$ cat src/design/dali_consts.vh
/*
 * Shared constants for the debug-unit APB link pair: port widths and the
 * reset levels of the control outputs.
 * Assumes it is included by bare name from files under design/.
 */
`ifndef DALI_CONSTS_VH
`define DALI_CONSTS_VH

// ----------------------------------------------------------------------
// inbound link (cluster master -> debug unit slave)
// ----------------------------------------------------------------------
`define DALI_IN_ADDR_MSB    8
`define DALI_IN_ADDR_LSB    2
`define DALI_IN_DATA_MSB    8

// ----------------------------------------------------------------------
// outbound link (debug unit master -> cluster slave)
// ----------------------------------------------------------------------
`define DALI_OUT_ADDR_MSB   19
`define DALI_OUT_ADDR_LSB   2
`define DALI_OUT_DATA_MSB   31

// ----------------------------------------------------------------------
// reset levels
// ----------------------------------------------------------------------
`define DALI_CTRL_RST       1'h0
`define DALI_CHECK_RST      1'h1
`define DALI_IN_ADDR_RST    7'h00
`define DALI_IN_DATA_RST    9'h000
`define DALI_OUT_ADDR_RST   18'h00000
`define DALI_OUT_DATA_RST   32'h00000000

`endif

$ cat src/design/dali_link.v
/*
 * Both APB links of the debug unit: the slave port driven by the cluster
 * master, with inverted-copy check outputs, and the master port driving the
 * cluster slave, with inverted-copy and odd-parity check outputs.
 * Assumes both links, the power controller handshake and the internal
 * request side all run on the one debug APB clock, so no input is
 * synchronised.
 */
// Function
// - Every single-bit check output is the inverse of its companion signal.
// - The master port drives per-bit odd parity over address[19:2], the write indicator and write data[31:0].
// - The master port direction output is high for a write and low for a read.
// - The slave port holds ready low until the internal side completes or the access is refused after power-down, with ready_check tracking it.
// - While the cluster slave holds ready low the master port keeps select, enable, address and data stable.
// - A failed transfer shows error in the completing cycle, driven on the slave port and sampled on the master port.
// - The link is two independent APB connections, one per direction, each signal matching its namesake.
// - After the power-down request is accepted every later slave-port access completes with error.
`include "dali_consts.vh"

module dali_link (
    // clock and reset
    input  wire                           clock,
    input  wire                           rst,
    // inbound link from the cluster master
    input  wire                           in_port_select,
    input  wire [`DALI_IN_ADDR_MSB:`DALI_IN_ADDR_LSB] in_port_word_address,
    input  wire                           in_port_enable,
    input  wire [`DALI_IN_DATA_MSB:0]     in_port_write_data,
    input  wire                           in_port_activity,
    output reg                            in_port_ready,
    output reg                            in_port_ready_check,
    output reg                            in_port_error,
    output reg                            in_port_error_check,
    // internal side of the inbound link
    output reg                            in_req_valid,
    output reg  [`DALI_IN_ADDR_MSB:`DALI_IN_ADDR_LSB] in_req_address,
    output reg  [`DALI_IN_DATA_MSB:0]     in_req_write_data,
    output reg                            in_link_active,
    input  wire                           in_resp_done,
    input  wire                           in_resp_error,
    // power controller
    input  wire                           power_down_accepted,
    // outbound link to the cluster slave
    output reg                            out_port_select,
    output reg                            out_port_select_check,
    output reg  [`DALI_OUT_ADDR_MSB:`DALI_OUT_ADDR_LSB] out_port_word_address,
    output reg  [`DALI_OUT_ADDR_MSB:`DALI_OUT_ADDR_LSB] out_port_address_parity,
    output reg                            out_port_enable,
    output reg                            out_port_enable_check,
    output reg                            out_port_direction,
    output reg                            out_port_direction_parity,
    output reg  [`DALI_OUT_DATA_MSB:0]    out_port_write_data,
    output reg  [`DALI_OUT_DATA_MSB:0]    out_port_write_data_parity,
    output reg                            out_port_activity,
    output reg                            out_port_activity_check,
    input  wire                           out_port_ready,
    input  wire [`DALI_OUT_DATA_MSB:0]    out_port_read_data,
    input  wire                           out_port_error,
    // internal command side of the outbound link
    input  wire                           cmd_valid,
    input  wire                           cmd_write,
    input  wire [`DALI_OUT_ADDR_MSB:`DALI_OUT_ADDR_LSB] cmd_address,
    input  wire [`DALI_OUT_DATA_MSB:0]    cmd_write_data,
    output reg                            cmd_ready,
    output reg                            cmd_done,
    output reg                            cmd_error,
    output reg  [`DALI_OUT_DATA_MSB:0]    cmd_read_data
);

    // ------------------------------------------------------------------
    // state codes
    // ------------------------------------------------------------------
    localparam [2:0] SL_IDLE   = 3'h1;
    localparam [2:0] SL_WAIT   = 3'h2;
    localparam [2:0] SL_DONE   = 3'h4;
    localparam [2:0] MS_IDLE   = 3'h1;
    localparam [2:0] MS_SETUP  = 3'h2;
    localparam [2:0] MS_ACCESS = 3'h4;

    // ------------------------------------------------------------------
    // odd parity of one bit is its inverse, so a vector's per-bit
    // parity is the bitwise inverse
    // ------------------------------------------------------------------
    function [31:0] odd_par32;
        input [31:0] v;
        begin
            odd_par32 = ~v;
        end
    endfunction

    reg  [2:0] sl_state_q;
    reg        pd_seen_q;
    reg  [2:0] ms_state_q;

    wire in_setup = in_port_select & ~in_port_enable;
    wire ms_take  = (ms_state_q == MS_IDLE) & cmd_ready & cmd_valid;
    wire [31:0] addr_par = odd_par32({14'h0000, cmd_address});

    // ------------------------------------------------------------------
    // power-down latch
    // ------------------------------------------------------------------
    // sticky until reset: the debug unit is not expected to come back
    // without one
    always @(posedge clock) begin
        if (rst) begin
            pd_seen_q <= 1'h0;
        end else if (power_down_accepted) begin
            pd_seen_q <= 1'h1;
        end
    end

    // ------------------------------------------------------------------
    // inbound slave port
    // ------------------------------------------------------------------
    always @(posedge clock) begin
        if (rst) begin
            sl_state_q          <= SL_IDLE;
            in_port_ready       <= `DALI_CTRL_RST;
            in_port_ready_check <= `DALI_CHECK_RST;
            in_port_error       <= `DALI_CTRL_RST;
            in_port_error_check <= `DALI_CHECK_RST;
            in_req_valid        <= 1'h0;
            in_req_address      <= `DALI_IN_ADDR_RST;
            in_req_write_data   <= `DALI_IN_DATA_RST;
            in_link_active      <= 1'h0;
        end else begin
            in_req_valid   <= 1'h0;
            in_link_active <= in_port_activity;
            case (sl_state_q)
                SL_IDLE: begin
                    if (in_setup) begin
                        in_req_address    <= in_port_word_address;
                        in_req_write_data <= in_port_write_data;
                        if (pd_seen_q | power_down_accepted) begin
                            // refused outright; no request pulse, though address and data are still latched
                            sl_state_q          <= SL_DONE;
                            in_port_ready       <= 1'h1;
                            in_port_ready_check <= 1'h0;
                            in_port_error       <= 1'h1;
                            in_port_error_check <= 1'h0;
                        end else begin
                            sl_state_q   <= SL_WAIT;
                            in_req_valid <= 1'h1;
                        end
                    end
                end
                SL_WAIT: begin
                    // ready stays low, stretching the access phase
                    if (in_resp_done) begin
                        sl_state_q          <= SL_DONE;
                        in_port_ready       <= 1'h1;
                        in_port_ready_check <= 1'h0;
                        in_port_error       <= in_resp_error;
                        in_port_error_check <= ~in_resp_error;
                    end
                end
                SL_DONE: begin
                    // completing cycle seen; drop ready and error together
                    sl_state_q          <= SL_IDLE;
                    in_port_ready       <= 1'h0;
                    in_port_ready_check <= 1'h1;
                    in_port_error       <= 1'h0;
                    in_port_error_check <= 1'h1;
                end
                default: begin
                    sl_state_q          <= SL_IDLE;
                    in_port_ready       <= 1'h0;
                    in_port_ready_check <= 1'h1;
                    in_port_error       <= 1'h0;
                    in_port_error_check <= 1'h1;
                end
            endcase
        end
    end

    // ------------------------------------------------------------------
    // outbound master port
    // ------------------------------------------------------------------
    always @(posedge clock) begin
        if (rst) begin
            ms_state_q                 <= MS_IDLE;
            out_port_select            <= `DALI_CTRL_RST;
            out_port_select_check      <= `DALI_CHECK_RST;
            out_port_enable            <= `DALI_CTRL_RST;
            out_port_enable_check      <= `DALI_CHECK_RST;
            out_port_activity          <= `DALI_CTRL_RST;
            out_port_activity_check    <= `DALI_CHECK_RST;
            out_port_direction         <= `DALI_CTRL_RST;
            out_port_direction_parity  <= `DALI_CHECK_RST;
            out_port_word_address      <= `DALI_OUT_ADDR_RST;
            out_port_address_parity    <= ~`DALI_OUT_ADDR_RST;
            out_port_write_data        <= `DALI_OUT_DATA_RST;
            out_port_write_data_parity <= ~`DALI_OUT_DATA_RST;
            cmd_ready                  <= 1'h0;
            cmd_done                   <= 1'h0;
            cmd_error                  <= 1'h0;
            cmd_read_data              <= `DALI_OUT_DATA_RST;
        end else begin
            cmd_done <= 1'h0;
            case (ms_state_q)
                MS_IDLE: begin
                    cmd_ready <= 1'h1;
                    if (ms_take) begin
                        // setup cycle: select up, enable still low
                        ms_state_q                 <= MS_SETUP;
                        cmd_ready                  <= 1'h0;
                        out_port_select            <= 1'h1;
                        out_port_select_check      <= 1'h0;
                        out_port_activity          <= 1'h1;
                        out_port_activity_check    <= 1'h0;
                        out_port_direction         <= cmd_write;
                        out_port_direction_parity  <= ~cmd_write;
                        out_port_word_address      <= cmd_address;
                        out_port_address_parity    <= addr_par[`DALI_OUT_ADDR_MSB-`DALI_OUT_ADDR_LSB:0];
                        out_port_write_data        <= cmd_write_data;
                        out_port_write_data_parity <= odd_par32(cmd_write_data);
                    end
                end
                MS_SETUP: begin
                    ms_state_q            <= MS_ACCESS;
                    out_port_enable       <= 1'h1;
                    out_port_enable_check <= 1'h0;
                end
                MS_ACCESS: begin
                    // everything holds while the cluster slave stretches
                    if (out_port_ready) begin
                        ms_state_q              <= MS_IDLE;
                        out_port_select         <= 1'h0;
                        out_port_select_check   <= 1'h1;
                        out_port_enable         <= 1'h0;
                        out_port_enable_check   <= 1'h1;
                        out_port_activity       <= 1'h0;
                        out_port_activity_check <= 1'h1;
                        cmd_done                <= 1'h1;
                        cmd_error               <= out_port_error;
                        cmd_read_data           <= out_port_read_data;
                    end
                end
                default: begin
                    ms_state_q              <= MS_IDLE;
                    out_port_select         <= 1'h0;
                    out_port_select_check   <= 1'h1;
                    out_port_enable         <= 1'h0;
                    out_port_enable_check   <= 1'h1;
                    out_port_activity       <= 1'h0;
                    out_port_activity_check <= 1'h1;
                end
            endcase
        end
    end

endmodule

$ cat config.mk
export PLATFORM = sky130hd
export DESIGN_NAME = dali_link
export DESIGN_NICKNAME = d
export VERILOG_FILES = /design/src/design/dali_link.v
export VERILOG_INCLUDE_DIRS = /design/src /design/src/design
export SDC_FILE = /design/constraint.sdc
export NUM_CORES = 1
export LEC_CHECK = 0
export BUFFER_PORTS_ARGS = -buffer_cell sky130_fd_sc_hd__buf_2
export CORE_ASPECT_RATIO = 1.25
export CORE_MARGIN = 8
export CORE_UTILIZATION = 42
export CTS_BUF_LIST = sky130_fd_sc_hd__clkbuf_8 sky130_fd_sc_hd__clkbuf_16
export DETAILED_ROUTE_END_ITERATION = 8
export MAX_ROUTING_LAYER = met4
export PLACE_DENSITY_LB_ADDON = 0.12
export SLEW_MARGIN = 30
export SYNTH_ARGS = -nofsm -noshare
export SYNTH_HDL_FRONTEND = slang
export SYNTH_SLANG_ARGS = --single-unit
$ cat constraint.sdc
create_clock -name clock -period 1.4 [get_ports clock]
set_clock_uncertainty 0.05 [all_clocks]
set_input_delay 0.28 -clock clock [delete_from_list [all_inputs] [get_ports clock]]
set_output_delay 0.28 -clock clock [all_outputs]
set_load 0.02 [all_outputs]
# ---- Word level (Yosys, flattened, before mapping)
# Cells that the tools add are included.
dict set report op_classes {
  eq_ne 10
  n_reduce_logical 10
  bitwise 14
  n_mux 30
}
# operator n
set ops {}
lappend ops {{$not 32->32} 1}
lappend ops {{$not 18->18} 1}
lappend ops {{$mux 1} 15}
lappend ops {{$mux 3} 5}
lappend ops {{$pmux 1 s3} 4}
lappend ops {{$reduce_and 2->1} 6}
lappend ops {{$ne 2x2->1 const B} 5}
lappend ops {{$pmux 3 s3} 1}
lappend ops {{$not 1->1} 8}
lappend ops {{$pmux 1 s2} 4}
lappend ops {{$eq 3x1->1 const B} 2}
lappend ops {{$eq 3x2->1 const B} 2}
lappend ops {{$pmux 3 s2} 1}
lappend ops {{$reduce_and 3->1} 2}
lappend ops {{$and 1x1->1} 3}
lappend ops {{$eq 3x3->1 const B} 1}
lappend ops {{$reduce_or 3->1} 1}
lappend ops {{$reduce_or 2->1} 1}
lappend ops {{$or 1x1->1} 1}
dict set report word_totals {
  out_inout_bits 165
  elab_cells 89
  ff_bits 170
}

# ---- Logic depth before layout (Yosys ltp)
# Gate-level depths: netlist of the first run.
dict set report logic_depth {
  depth_word 5
  depth_mapped 7
}

# ---- Worst setup path after synthesis of the first run
# Ideal clock, no wire load.
dict set report synth_timing {
  path_type {register to register}
  start {register cmd_ready}
  end {register out_port_write_data_parity[11]}
  path_buffers 3
  setup_slack_ns -0.234
  path_stages_with_launch 8
  required_time_ns 1.233
  t_arrival_ns 1.466
  cell_sequence {dfxtp_1 > and2_1 > clkbuf_1 > buf_2 > buf_1 > nand3_1 > o21ai_0 > nand2b_1}
}
dict set report synth_via {
  elab_chain_len 3
}
# item line
set synth_rtl {}
lappend synth_rtl {{from (decl)} dali_link.v:64} ;# output reg cmd_ready,
lappend synth_rtl {{from (signal assigned)} dali_link.v:194} ;# cmd_ready <= 1'h0;
lappend synth_rtl {{from (signal assigned)} dali_link.v:202} ;# cmd_ready <= 1'h1;
lappend synth_rtl {{from (signal assigned)} dali_link.v:206} ;# cmd_ready <= 1'h0;
lappend synth_rtl {{$and 1x1->1 (2 in a row)} dali_link.v:96} ;# wire ms_take = (ms_state_q == MS_IDLE) & cmd_ready & cmd_valid;
lappend synth_rtl {{$reduce_and 2->1 (no line)} --}
lappend synth_rtl {{to (signal assigned)} dali_link.v:193} ;# out_port_write_data_parity <= ~`DALI_OUT_DATA_RST;
lappend synth_rtl {{to (signal assigned)} dali_link.v:216} ;# out_port_write_data_parity <= odd_par32(cmd_write_data);
lappend synth_rtl {{to (decl)} dali_link.v:53} ;# output reg [`DALI_OUT_DATA_MSB:0] out_port_write_data_parity,
# No other way between the ends.
# A chain may end at the register's enable or synchronous reset.

# ---- Worst setup path in the final report of the first run
dict set report layout_timing {
  start {register ms_state_q[1]}
  end {register out_port_address_parity[4] (netlist name)}
}
dict set report layout_via {
  elab_chain_len 4
}
# item line
set layout_rtl {}
lappend layout_rtl {{from (decl)} dali_link.v:93} ;# reg [2:0] ms_state_q;
lappend layout_rtl {{from (signal assigned)} dali_link.v:181} ;# ms_state_q <= MS_IDLE;
lappend layout_rtl {{from (signal assigned)} dali_link.v:205} ;# ms_state_q <= MS_SETUP;
lappend layout_rtl {{from (signal assigned)} dali_link.v:220} ;# ms_state_q <= MS_ACCESS;
lappend layout_rtl {{$eq 3x1->1 *} {dali_link.v:96, dali_link.v:200}}
lappend layout_rtl {{$and 1x1->1 (2 in a row)} dali_link.v:96}
lappend layout_rtl {{$reduce_and 2->1 (no line) *} --}
lappend layout_rtl {{to (signal assigned)} dali_link.v:191} ;# out_port_address_parity <= ~`DALI_OUT_ADDR_RST;
lappend layout_rtl {{to (signal assigned)} dali_link.v:214} ;# out_port_address_parity <= addr_par[`DALI_OUT_ADDR_MSB-`DALI_OUT_ADDR_LSB:0];
lappend layout_rtl {{to (decl)} dali_link.v:47} ;# output reg [`DALI_OUT_ADDR_MSB:`DALI_OUT_ADDR_LSB] out_port_address_parity,
# Mark *: on every way between the ends. The rest lies on a longest branch, timed or not.

==> qor.txt, run 1 <==
Vias after detailed routing - 5684
Overall routed net length - 18800 um
Worst setup path endpoint - out_port_address_parity[4]
Min-Delay Path Depth - 2
Clock transition time at the flip-flop clock pins of the worst setup and hold paths - 60 ps
Worst-case register-to-register setup slack - 2 ps
Slew Limit Headroom - 77.4%
Initial DRC Count - 268
Cell at the root of the clock tree - clkbuf_16
Depth of the worst register-to-register path - 5
Standard cell core area - 13800 sq um
Initial standard-cell utilization of the core - 42.9%
Final cell count without fillers - 1158
Worst-Skew Late Latency - 420 ps
Synth warn - 0
Clock tree from TritonCTS - yes
Cell mode on critical path - buf_12
Final count of pins violating max slew - 0
Antenna Diode Count - 0
Combined area of all synthesized cells - 5930 sq um
Setup CP Type - reg2reg
Die area - 18200 sq um
Max FO, Critical Path - 6
Worst r2r dst - out_port_address_parity[4]
Worst supply voltage drop on vdd - 1.02 mV
Chain of cells forming the critical path - nor3b_4, buf_12, nand2_8, buf_12, a211o_1
Gate family responsible for the most delay along the worst path - flip-flops
WP depth - 5
Number of placed instances, taps included - 1120
Number of antenna violations at the first check in global routing - 0
Worst hold path class - in2reg
GRT Total Usage - 20.7%
Number of buffers inserted by port buffering - 274
Global-route wire length before repair - 29100 um
Worst reg2reg path startpoint - ms_state_q[1]
Data arrival at the endpoint of the critical path - 1650 ps
Worst endpoint required time - 1650 ps
Routed wirelength normalized by instance count - 16.2 um
Kind of start point of the critical path - flip-flop
Half-perimeter wire length after placement - 13200 um
Fraction of the cycle the final worst path needs - 99.9%
Remaining DRCs - 0
Overflow after GRT - 0
Maximum number of pins on one net before global-route repair - 78
Y dimension of the die - 149 um
# nets final - 1080
1st-pass router iterations - 6
Standard-cell row count - 48
Largest stage delay, worst path - 350 ps
Unrepaired setup endpoints after global routing - yes
Sink Count - 170
Post-DRT Antenna Nets - 0
Mean area per synthesized cell - 8.57 sq um
Power density over cell area - 1390 nW/um^2
Post-synth net total - 802
Crit path buffers/inverters - 2
Critical Path Start - ms_state_q[1]
Vias in the first global route - 5737
Final sum of negative setup slack - 0 ps
Result of the run - complete, no violations
TritonCTS buffer count - 17
Number of storage elements in the synthesis netlist - 170
Reported max-cap violation count - 0
Transition time at the pin with the least slew margin - 340 ps
Final Hold Viols - 0
Die X - 122 um
Total number of H-tree levels - 4
Share of the yosys chip area belonging to registers - 57.4%
IO Pins - 275
Final RePlAce weighted congestion - 0.760
Number of enable-type register cells in the synthesized netlist - 0
Via density per instance - 4.91
Crit path max-delay cell type - dfxtp_2
Utilization after layout - 63.3%
Most common library cell in the layout ignoring fill and taps - buf_2
Worst hold path startpoint - in_port_activity
Proportion of layout cells with a drive suffix above 1 - 42.2%
Area Overhead vs Synth - 47.6%
Commonest cells after routing, fill and taps aside - buf_2 (273), dfxtp_1 (166), nand2_1 (132)
Predominant post-synthesis flop cell - dfxtp_1
Longest Clk Path Bufs - 2
Final-report setup violation count - 0
Crit path capture type - flip-flop
Number of instances in the synthesized netlist - 692
Number of distinct library cells after synthesis - 37
FFs w/ async S/R, synth - 0%
Leakage power - 3.78 nW
Time the final worst path needs with I/O delays and setup - 1400 ps
Fmax achieved - 0.715 GHz
Yosys cell counts, types with 4 or more instances:
cell / count / area (sq um)
a211o_1: 4 / 35.0
a21oi_1: 103 / 515
buf_1: 5 / 18.8
buf_2: 17 / 85.1
clkbuf_1: 31 / 116
dfxtp_1: 170 / 3400
nand2_1: 160 / 601
nand2b_1: 55 / 344
nand3_1: 48 / 240
nor2_1: 14 / 52.6
nor3_1: 4 / 20.0
o21ai_0: 51 / 255
sequential cells by signal, summed over array words and instances, names as in the netlist, 3 cells and up:
name	cells
out_port_address_parity	18
out_port_word_address	18
in_req_address	7
in_req_write_data	9
out_port_write_data_parity	32
sl_state_q	3
ms_state_q	3
out_port_write_data	32
cmd_read_data	32
final cells by class:
type / count / area (sq um)
clock buffers: 18 / 439
flip-flops and latches: 170 / 3410
repair buffers: 314 / 1920
multi-input cells: 466 / 2560
inverters: 1 / 3.75
well taps: 175 / 219
fillers: 1259 / 5070
clock inverters: 14 / 193
routing by layer:
metal	track usage, %	wire length [um]	vias to the layer above
li1	-	-	2861
met1	23.3	7590	2581
met2	33.9	9320	219
met3	6.67	1580	23
met4	6.84	305	0
met5	-	0	-
worst min-delay path by stage:
stage                        endpoint  slack, ps
floorplan                in_req_valid        310
global placement         in_req_valid        360
detailed placement       in_req_valid        360
CTS                    in_link_active          3
global route        cmd_read_data[17]         30
finish                 in_link_active         20
power by group:
| group | internal [mW] | switching, mW |
|---|---|---|
| combinational | 0.809 | 1.15 |
| sequential | 5.10 | 0.146 |
| clock | 3.05 | 1.93 |
| total | 8.95 | 3.23 |
kinds of logic (layout without fill, tap and decap cells):
logic type | count (synthesis) | after routing | share of synthesized area (%)
simple gates | 295 | 295 | 23.2
compound gates | 170 | 170 | 15.2
flops | 170 | 170 | 57.4
buf+inv | 56 | 347 | 4.03
mux | 1 | 1 | 0.169
metrics by stage:
step | instance area [sq um] | power [mW] | hold WS (ps) | setup slack [ps]
3_5_place_dp | 7730 | 7.07 | 359 | -75.6
3_3_place_gp | 7730 | 7.06 | 358 | -2.10
5_1_grt | 8750 | 12.7 | 26.5 | -80.4
6_report | 8750 | 12.2 | 24.9 | 1.67
4_1_cts | 8490 | 12.2 | 3.41 | -1.59
2_1_floorplan | 5980 | 6.30 | 309 | -28.1
what timing repair did:
action                                  4_1_cts  5_1_grt
setup buffers                                 2        2
pin swaps                                     1       20
hold buffers                                  1        0
cloned                                        2        1
gates resized for setup                       9       78
hold endpoints to repair                      1        0
endpoints found under the setup margin       78      110
(Power assumes the default switching activity.)
==> run 2: changes to the inputs <==
--- a/config.mk
+++ b/config.mk
@@ -13,7 +13,7 @@
 export CTS_BUF_LIST = sky130_fd_sc_hd__clkbuf_8 sky130_fd_sc_hd__clkbuf_16
 export DETAILED_ROUTE_END_ITERATION = 8
 export MAX_ROUTING_LAYER = met4
-export PLACE_DENSITY_LB_ADDON = 0.12
+export PLACE_DENSITY = 0.72
 export SLEW_MARGIN = 30
 export SYNTH_ARGS = -nofsm -noshare
 export SYNTH_HDL_FRONTEND = slang
==> run 2 against run 1 <==
Against the previous run:
- critical path type unchanged
- sequential cell count is the same
- the run now ends with negative setup slack left
- sequential power is essentially flat
- worst setup slack lost 25 ps
- power shrank 5.9%
- count of clock-buffer cells in the layout grew 2
==> qor.txt, run 2 (synthesized netlist as in run 1, its figures left out) <==
# fillers - 1262 (was 1259)
Slew Limit Headroom - 78.8% (was 77.4%)
Worst hold path class - in2reg (unchanged)
Number of buffers inserted by port buffering - 274 (unchanged)
Die X - 122 um (unchanged)
Failing checks - negative setup slack
Area used by multi-input combinational logic - 2400 sq um (was 2560 sq um)
Pwr Total - 11.5 mW (was 12.2 mW)
Vias after detailed routing - 5722 (was 5684)
Worst reg2reg path startpoint - ms_state_q[1] (unchanged)
Standard-cell row count - 48 (unchanged)
Utilization after layout - 60.9% (was 63.3%)
GRT Total Usage - 19.6% (was 20.7%)
Depth of the worst register-to-register path - 6 (was 5)
Cell at the root of the clock tree - clkbuf_16 (unchanged)
Worst supply voltage drop on vdd - 0.801 mV (was 1.02 mV)
Longest Clk Path Bufs - 2 (unchanged)
Final cell count without fillers - 1155 (was 1158)
Die area - 18200 sq um (unchanged)
# nets final - 1077 (was 1080)
Clock tree from TritonCTS - yes (unchanged)
Overall routed net length - 18500 um (was 18800 um)
Routed wirelength normalized by instance count - 16.0 um (was 16.2 um)
Transition time at the pin with the least slew margin - 313 ps (was 340 ps)
Y dimension of the die - 149 um (unchanged)
1st-pass router iterations - 4 (was 6)
Max FO, Critical Path - 8 (was 6)
Reported max-cap violation count - 0 (unchanged)
Crit path capture type - flip-flop (unchanged)
Standard cell core area - 13800 sq um (unchanged)
Worst-Skew Late Latency - 410 ps (was 420 ps)
Fmax achieved - 0.703 GHz (was 0.715 GHz)
Total number of H-tree levels - 4 (unchanged)
Power density over cell area - 1360 nW/um^2 (was 1390 nW/um^2)
Half-perimeter wire length after placement - 13100 um (was 13200 um)
Largest stage delay, worst path - 340 ps (was 350 ps)
IO Pins - 275 (unchanged)
Worst hold path startpoint - in_port_activity (unchanged)
TritonCTS buffer count - 17 (unchanged)
Final Hold Viols - 0 (unchanged)
Number of antenna violations at the first check in global routing - 2 (was 0)
Initial DRC Count - 322 (was 268)
Sink Count - 170 (unchanged)
Worst endpoint required time - 1700 ps (was 1650 ps)
Vias in the first global route - 5513 (was 5737)
Worst r2r dst - cmd_read_data[1] (was out_port_address_parity[4])
Proportion of layout cells with a drive suffix above 1 - 37.9% (was 42.2%)
Post-DRT Antenna Nets - 0 (unchanged)
Top flop regs - cmd_read_data (32), out_port_write_data (32), out_port_write_data_parity (32) (unchanged)
Crit path max-delay cell type - dfxtp_2 (unchanged)
Via density per instance - 4.95 (was 4.91)
Time the final worst path needs with I/O delays and setup - 1420 ps (was 1400 ps)
Number of placed instances, taps included - 1116 (was 1120)
Leakage power - 3.66 nW (was 3.78 nW)
Maximum number of pins on one net before global-route repair - 70 (was 78)
Clock transition time at the flip-flop clock pins of the worst setup and hold paths - 60 ps (about the same)
Unrepaired setup endpoints after global routing - yes (unchanged)
Final count of pins violating max slew - 0 (unchanged)
Overflow after GRT - 0 (unchanged)
Chain of cells forming the critical path - buf_4, nor4bb_4, buf_6, clkbuf_16, nand2_1, a21oi_1 (was nor3b_4, buf_12, nand2_8, buf_12, a211o_1)
Fraction of the cycle the final worst path needs - 102% (was 99.9%)
Fin worst setup slack - -22.8 ps (was 1.67 ps)
Data arrival at the endpoint of the critical path - 1720 ps (was 1650 ps)
Commonest cells after routing, fill and taps aside - buf_2 (273), dfxtp_1 (165), nand2_1 (155) (was buf_2 (273), dfxtp_1 (166), nand2_1 (132))
Most common library cell in the layout ignoring fill and taps - buf_2 (unchanged)
Kind of start point of the critical path - flip-flop (unchanged)
Worst-case register-to-register setup slack - -20 ps (was 2 ps)
Final RePlAce weighted congestion - 0.819 (was 0.760)
Initial standard-cell utilization of the core - 42.9% (unchanged)
Sequential standard cell area - 3410 sq um (about the same)
Setup CP Type - reg2reg (unchanged)
Min-Delay Path Depth - 2 (unchanged)
Area Overhead vs Synth - 41.9% (was 47.6%)
Final-report setup violation count - 17 (was 0)
Remaining DRCs - 0 (unchanged)
Global-route wire length before repair - 27600 um (was 29100 um)
Result of the run - finished, violations left (was complete, no violations)
Hold endpoint - in_link_active (unchanged)
run 2: power by group:
part	switching [mW]	total, mW	internal, mW
Sequential	0.127	5.22	5.10
Clock	1.80	4.53	2.73
Combinational	1.07	1.71	0.642
Total	2.99	11.5	8.46
run 2: stage by stage:
| step | worst slack [ps] | setup TNS [ps] | instance area, sq um | hold slack (ps) |
|---|---|---|---|---|
| after floorplan | -28.1 | -506 | 5980 | 309 |
| after global placement | 13.9 | 0 | 7640 | 362 |
| after detailed placement | -20.5 | -206 | 7640 | 374 |
| after CTS | 2.72 | 0 | 8230 | 16.4 |
| after global routing | -92.0 | -6240 | 8410 | 20.5 |
| final | -22.8 | -173 | 8410 | 38.7 |
run 2: layer usage:
metal  up-vias  share of wire [%]  wire [um]  global-route usage, %
li1       2862                  -          -                      -
met1      2613                 41       7500                   21.5
met5         -                  0          0                      -
met4         0                2.9        541                   9.22
met3        32                7.1       1300                   4.81
met2       215                 49       9150                   32.7
run 2: worst max path at each step:
| stage | from | endpoint | slack [ps] | cells after the start |
|---|---|---|---|---|
| 2_1_floorplan | ms_state_q[1] | out_port_write_data_parity[23] | -30 | 6 |
| 3_3_place_gp | ms_state_q[2] | out_port_address_parity[12] | 10 | 5 |
| 3_5_place_dp | ms_state_q[2] | out_port_address_parity[7] | -20 | 5 |
| 4_1_cts | ms_state_q[1] | out_port_word_address[12] | 3 | 6 |
| 5_1_grt | ms_state_q[1] | cmd_read_data[1] | -90 | 6 |
| 6_report | ms_state_q[1] | cmd_read_data[1] | -20 | 6 |
run 2: timing repair:
| action | 4_1_cts | 5_1_grt |
|---|---|---|
| endpoints found under the setup margin | 26 | 142 |
| gates resized for setup | 4 | 27 |
| buffers inserted | 0 | 3 |
| gates cloned | 0 | 3 |
| hold buffers | 1 | 0 |
| endpoints found under the hold margin | 1 | 0 |
| pin swaps | 1 | 1 |
run 2: cell type report:
class	count	area share (%)
antenna	2	0.0595
clock buffer	20	5.55
timing repair buffer	311	21.4
sequential	170	40.5
tap	175	2.60
multi-input combinational	466	28.5
inverter	1	0.0446
clock inverter	10	1.25
run 2: worst max-delay path, delay by kind of cell (launching register included):
kind / cells / cell delay, ps
buffers and inverters: 3 / 510
AO/OA/AOI/OAI: 1 / 120
AND/OR/NAND/NOR: 2 / 340
flip-flops: 1 / 340
==> run 3: changes to the inputs <==
--- a/config.mk
+++ b/config.mk
@@ -10,7 +10,6 @@
 export CORE_ASPECT_RATIO = 1.25
 export CORE_MARGIN = 8
 export CORE_UTILIZATION = 42
-export CTS_BUF_LIST = sky130_fd_sc_hd__clkbuf_8 sky130_fd_sc_hd__clkbuf_16
 export DETAILED_ROUTE_END_ITERATION = 8
 export MAX_ROUTING_LAYER = met4
 export PLACE_DENSITY = 0.72
==> run 3 against run 2 <==
Against the previous run:
- the run still ends with negative setup slack left
- critical path depth is the same
- routed wire length is essentially flat
- power grew 0.23%
- non-clock buffer count is the same
- sequential share of layout area is the same
- count of clock-buffer cells in the layout grew 4
- register-to-register slack is essentially flat
- fmax shrank 0.11%
- worst setup slack lost 1.6 ps
- hold slack is essentially flat
- design area is the same
- sequential power is essentially flat
- largest power group unchanged
- highest routed layer unchanged
==> qor.txt, run 3 (synthesized netlist as in run 1, its figures left out) <==
Result of the run - finished, violations left (unchanged)
Failing checks - negative setup slack (unchanged)
Area Overhead vs Synth - 41.9% (unchanged)
Y dimension of the die - 149 um (unchanged)
Longest Clk Path Bufs - 2 (unchanged)
# fillers - 1262 (unchanged)
IO Pins - 275 (unchanged)
Maximum number of pins on one net before global-route repair - 70 (unchanged)
Overall routed net length - 18500 um (about the same)
Die area - 18200 sq um (unchanged)
Standard-cell row count - 48 (unchanged)
Pwr Total - 11.5 mW (about the same)
Total number of H-tree levels - 4 (unchanged)
Leakage power - 3.65 nW (was 3.66 nW)
Standard cell core area - 13800 sq um (unchanged)
Worst slack at placement - -20.5 ps (unchanged)
Setup CP Type - reg2reg (unchanged)
Number of antenna violations at the first check in global routing - 2 (unchanged)
Vias in the first global route - 5513 (unchanged)
GRT Total Usage - 19.6% (unchanged)
Worst-Skew Late Latency - 410 ps (about the same)
Routed wirelength normalized by instance count - 16.0 um (about the same)
Utilization after layout - 60.9% (unchanged)
Worst-case register-to-register setup slack - -20 ps (about the same)
Most common library cell in the layout ignoring fill and taps - buf_2 (unchanged)
Area used by multi-input combinational logic - 2400 sq um (unchanged)
Global-route wire length before repair - 27600 um (unchanged)
Unrepaired setup endpoints after global routing - yes (unchanged)
Half-perimeter wire length after placement - 13100 um (unchanged)
Transition time at the pin with the least slew margin - 313 ps (about the same)
Commonest cells after routing, fill and taps aside - buf_2 (273), dfxtp_1 (165), nand2_1 (155) (unchanged)
Number of buffers inserted by port buffering - 274 (unchanged)
Fmax achieved - 0.702 GHz (was 0.703 GHz)
Sink Count - 170 (unchanged)
Worst endpoint required time - 1690 ps (was 1700 ps)
Initial standard-cell utilization of the core - 42.9% (unchanged)
Final Hold Viols - 0 (unchanged)
Reported max-cap violation count - 0 (unchanged)
Slew Limit Headroom - 78.8% (about the same)
Clock tree from TritonCTS - yes (unchanged)
Top flop regs - cmd_read_data (32), out_port_write_data (32), out_port_write_data_parity (32) (unchanged)
Initial DRC Count - 322 (unchanged)
Final RePlAce weighted congestion - 0.819 (unchanged)
Via density per instance - 4.95 (about the same)
Crit path capture type - flip-flop (unchanged)
Worst supply voltage drop on vdd - 0.803 mV (was 0.801 mV)
Vias after detailed routing - 5723 (was 5722)
1st-pass router iterations - 4 (unchanged)
Final-report setup violation count - 16 (was 17)
Fin worst setup slack - -24.4 ps (was -22.8 ps)
Max FO, Critical Path - 8 (unchanged)
Data arrival at the endpoint of the critical path - 1720 ps (about the same)
Overflow after GRT - 0 (unchanged)
Sequential standard cell area - 3410 sq um (unchanged)
Remaining DRCs - 0 (unchanged)
Worst hold path class - in2reg (unchanged)
Area after DPL - 7640 sq um (unchanged)
Power density over cell area - 1370 nW/um^2 (was 1360 nW/um^2)
Time the final worst path needs with I/O delays and setup - 1420 ps (about the same)
TritonCTS buffer count - 17 (unchanged)
Post-DRT Antenna Nets - 0 (unchanged)
Cell at the root of the clock tree - clkbuf_16 (unchanged)
# nets final - 1077 (unchanged)
Proportion of layout cells with a drive suffix above 1 - 37.9% (unchanged)
Fraction of the cycle the final worst path needs - 102% (about the same)
Final count of pins violating max slew - 0 (unchanged)
Design area - 8410 sq um (unchanged)
Die X - 122 um (unchanged)
Kind of start point of the critical path - flip-flop (unchanged)
Clock transition time at the flip-flop clock pins of the worst setup and hold paths - 60 ps (about the same)
==> run 3: cell count changes in the layout (fill, tap and decap cells not counted) <==
cell	change
inv_1	-4
clkbuf_1	+4
==> run 3: where the power goes <==
part / switching [mW] / leakage (nW) / internal [mW]
registers: 0.127 / 1.39 / 5.10
clock network: 1.80 / 0.276 / 2.76
logic: 1.07 / 1.98 / 0.642
==> run 3: what timing repair did <==
item                                   4_1_cts  5_1_grt
setup buffers                                0        3
setup endpoints to repair                   26      142
pin swaps                                    1        1
gates resized for setup                      4       27
hold buffers                                 1        0
endpoints found under the hold margin        1        0
cloned                                       0        3
==> run 3: path summary, 6_finish.rpt <==
path / end / start / depth (start not counted)
worst min register to register: in_req_valid / pd_seen_q / 1
worst min-delay path: in_link_active / in_port_activity / 2
worst max-delay path: cmd_read_data[1] / ms_state_q[1] / 6
worst max register to register: cmd_read_data[1] / ms_state_q[1] / 6
==> run 3: final cells by class <==
cell class                 instances  area share [%]
sequential                       170            40.5
tap                              175            2.60
multi-input combinational        466            28.5
timing repair buffer             311            21.4
antenna                            2          0.0595
clock buffer                      24            5.73
clock inverter                     6            1.07
inverter                           1          0.0446
==> run 3: metal layers <==
metal / vias to the layer above / share of wire [%] / global-route usage (%)
met5: - / 0 / -
met4: 0 / 3.1 / 9.22
met3: 34 / 6.8 / 4.81
met2: 200 / 50 / 32.7
li1: 2864 / - / -
met1: 2625 / 40 / 21.5
==> run 3: critical path: stages, from the launching register on <==
cell,delay [ps]
dfxtp_2,340
buf_4,160
nor4bb_4,290
buf_6,190
clkbuf_16,160
nand2_1,50
a21oi_1,120
==> run 3: metrics by stage <==
stage,std cells,hold WS [ps],TNS [ps]
after floorplan,692,309,-506
after global placement,1116,362,0
after detailed placement,1116,374,-206
after CTS,1147,16.4,0
after global routing,1155,20.5,-6250
final,1155,38.8,-171
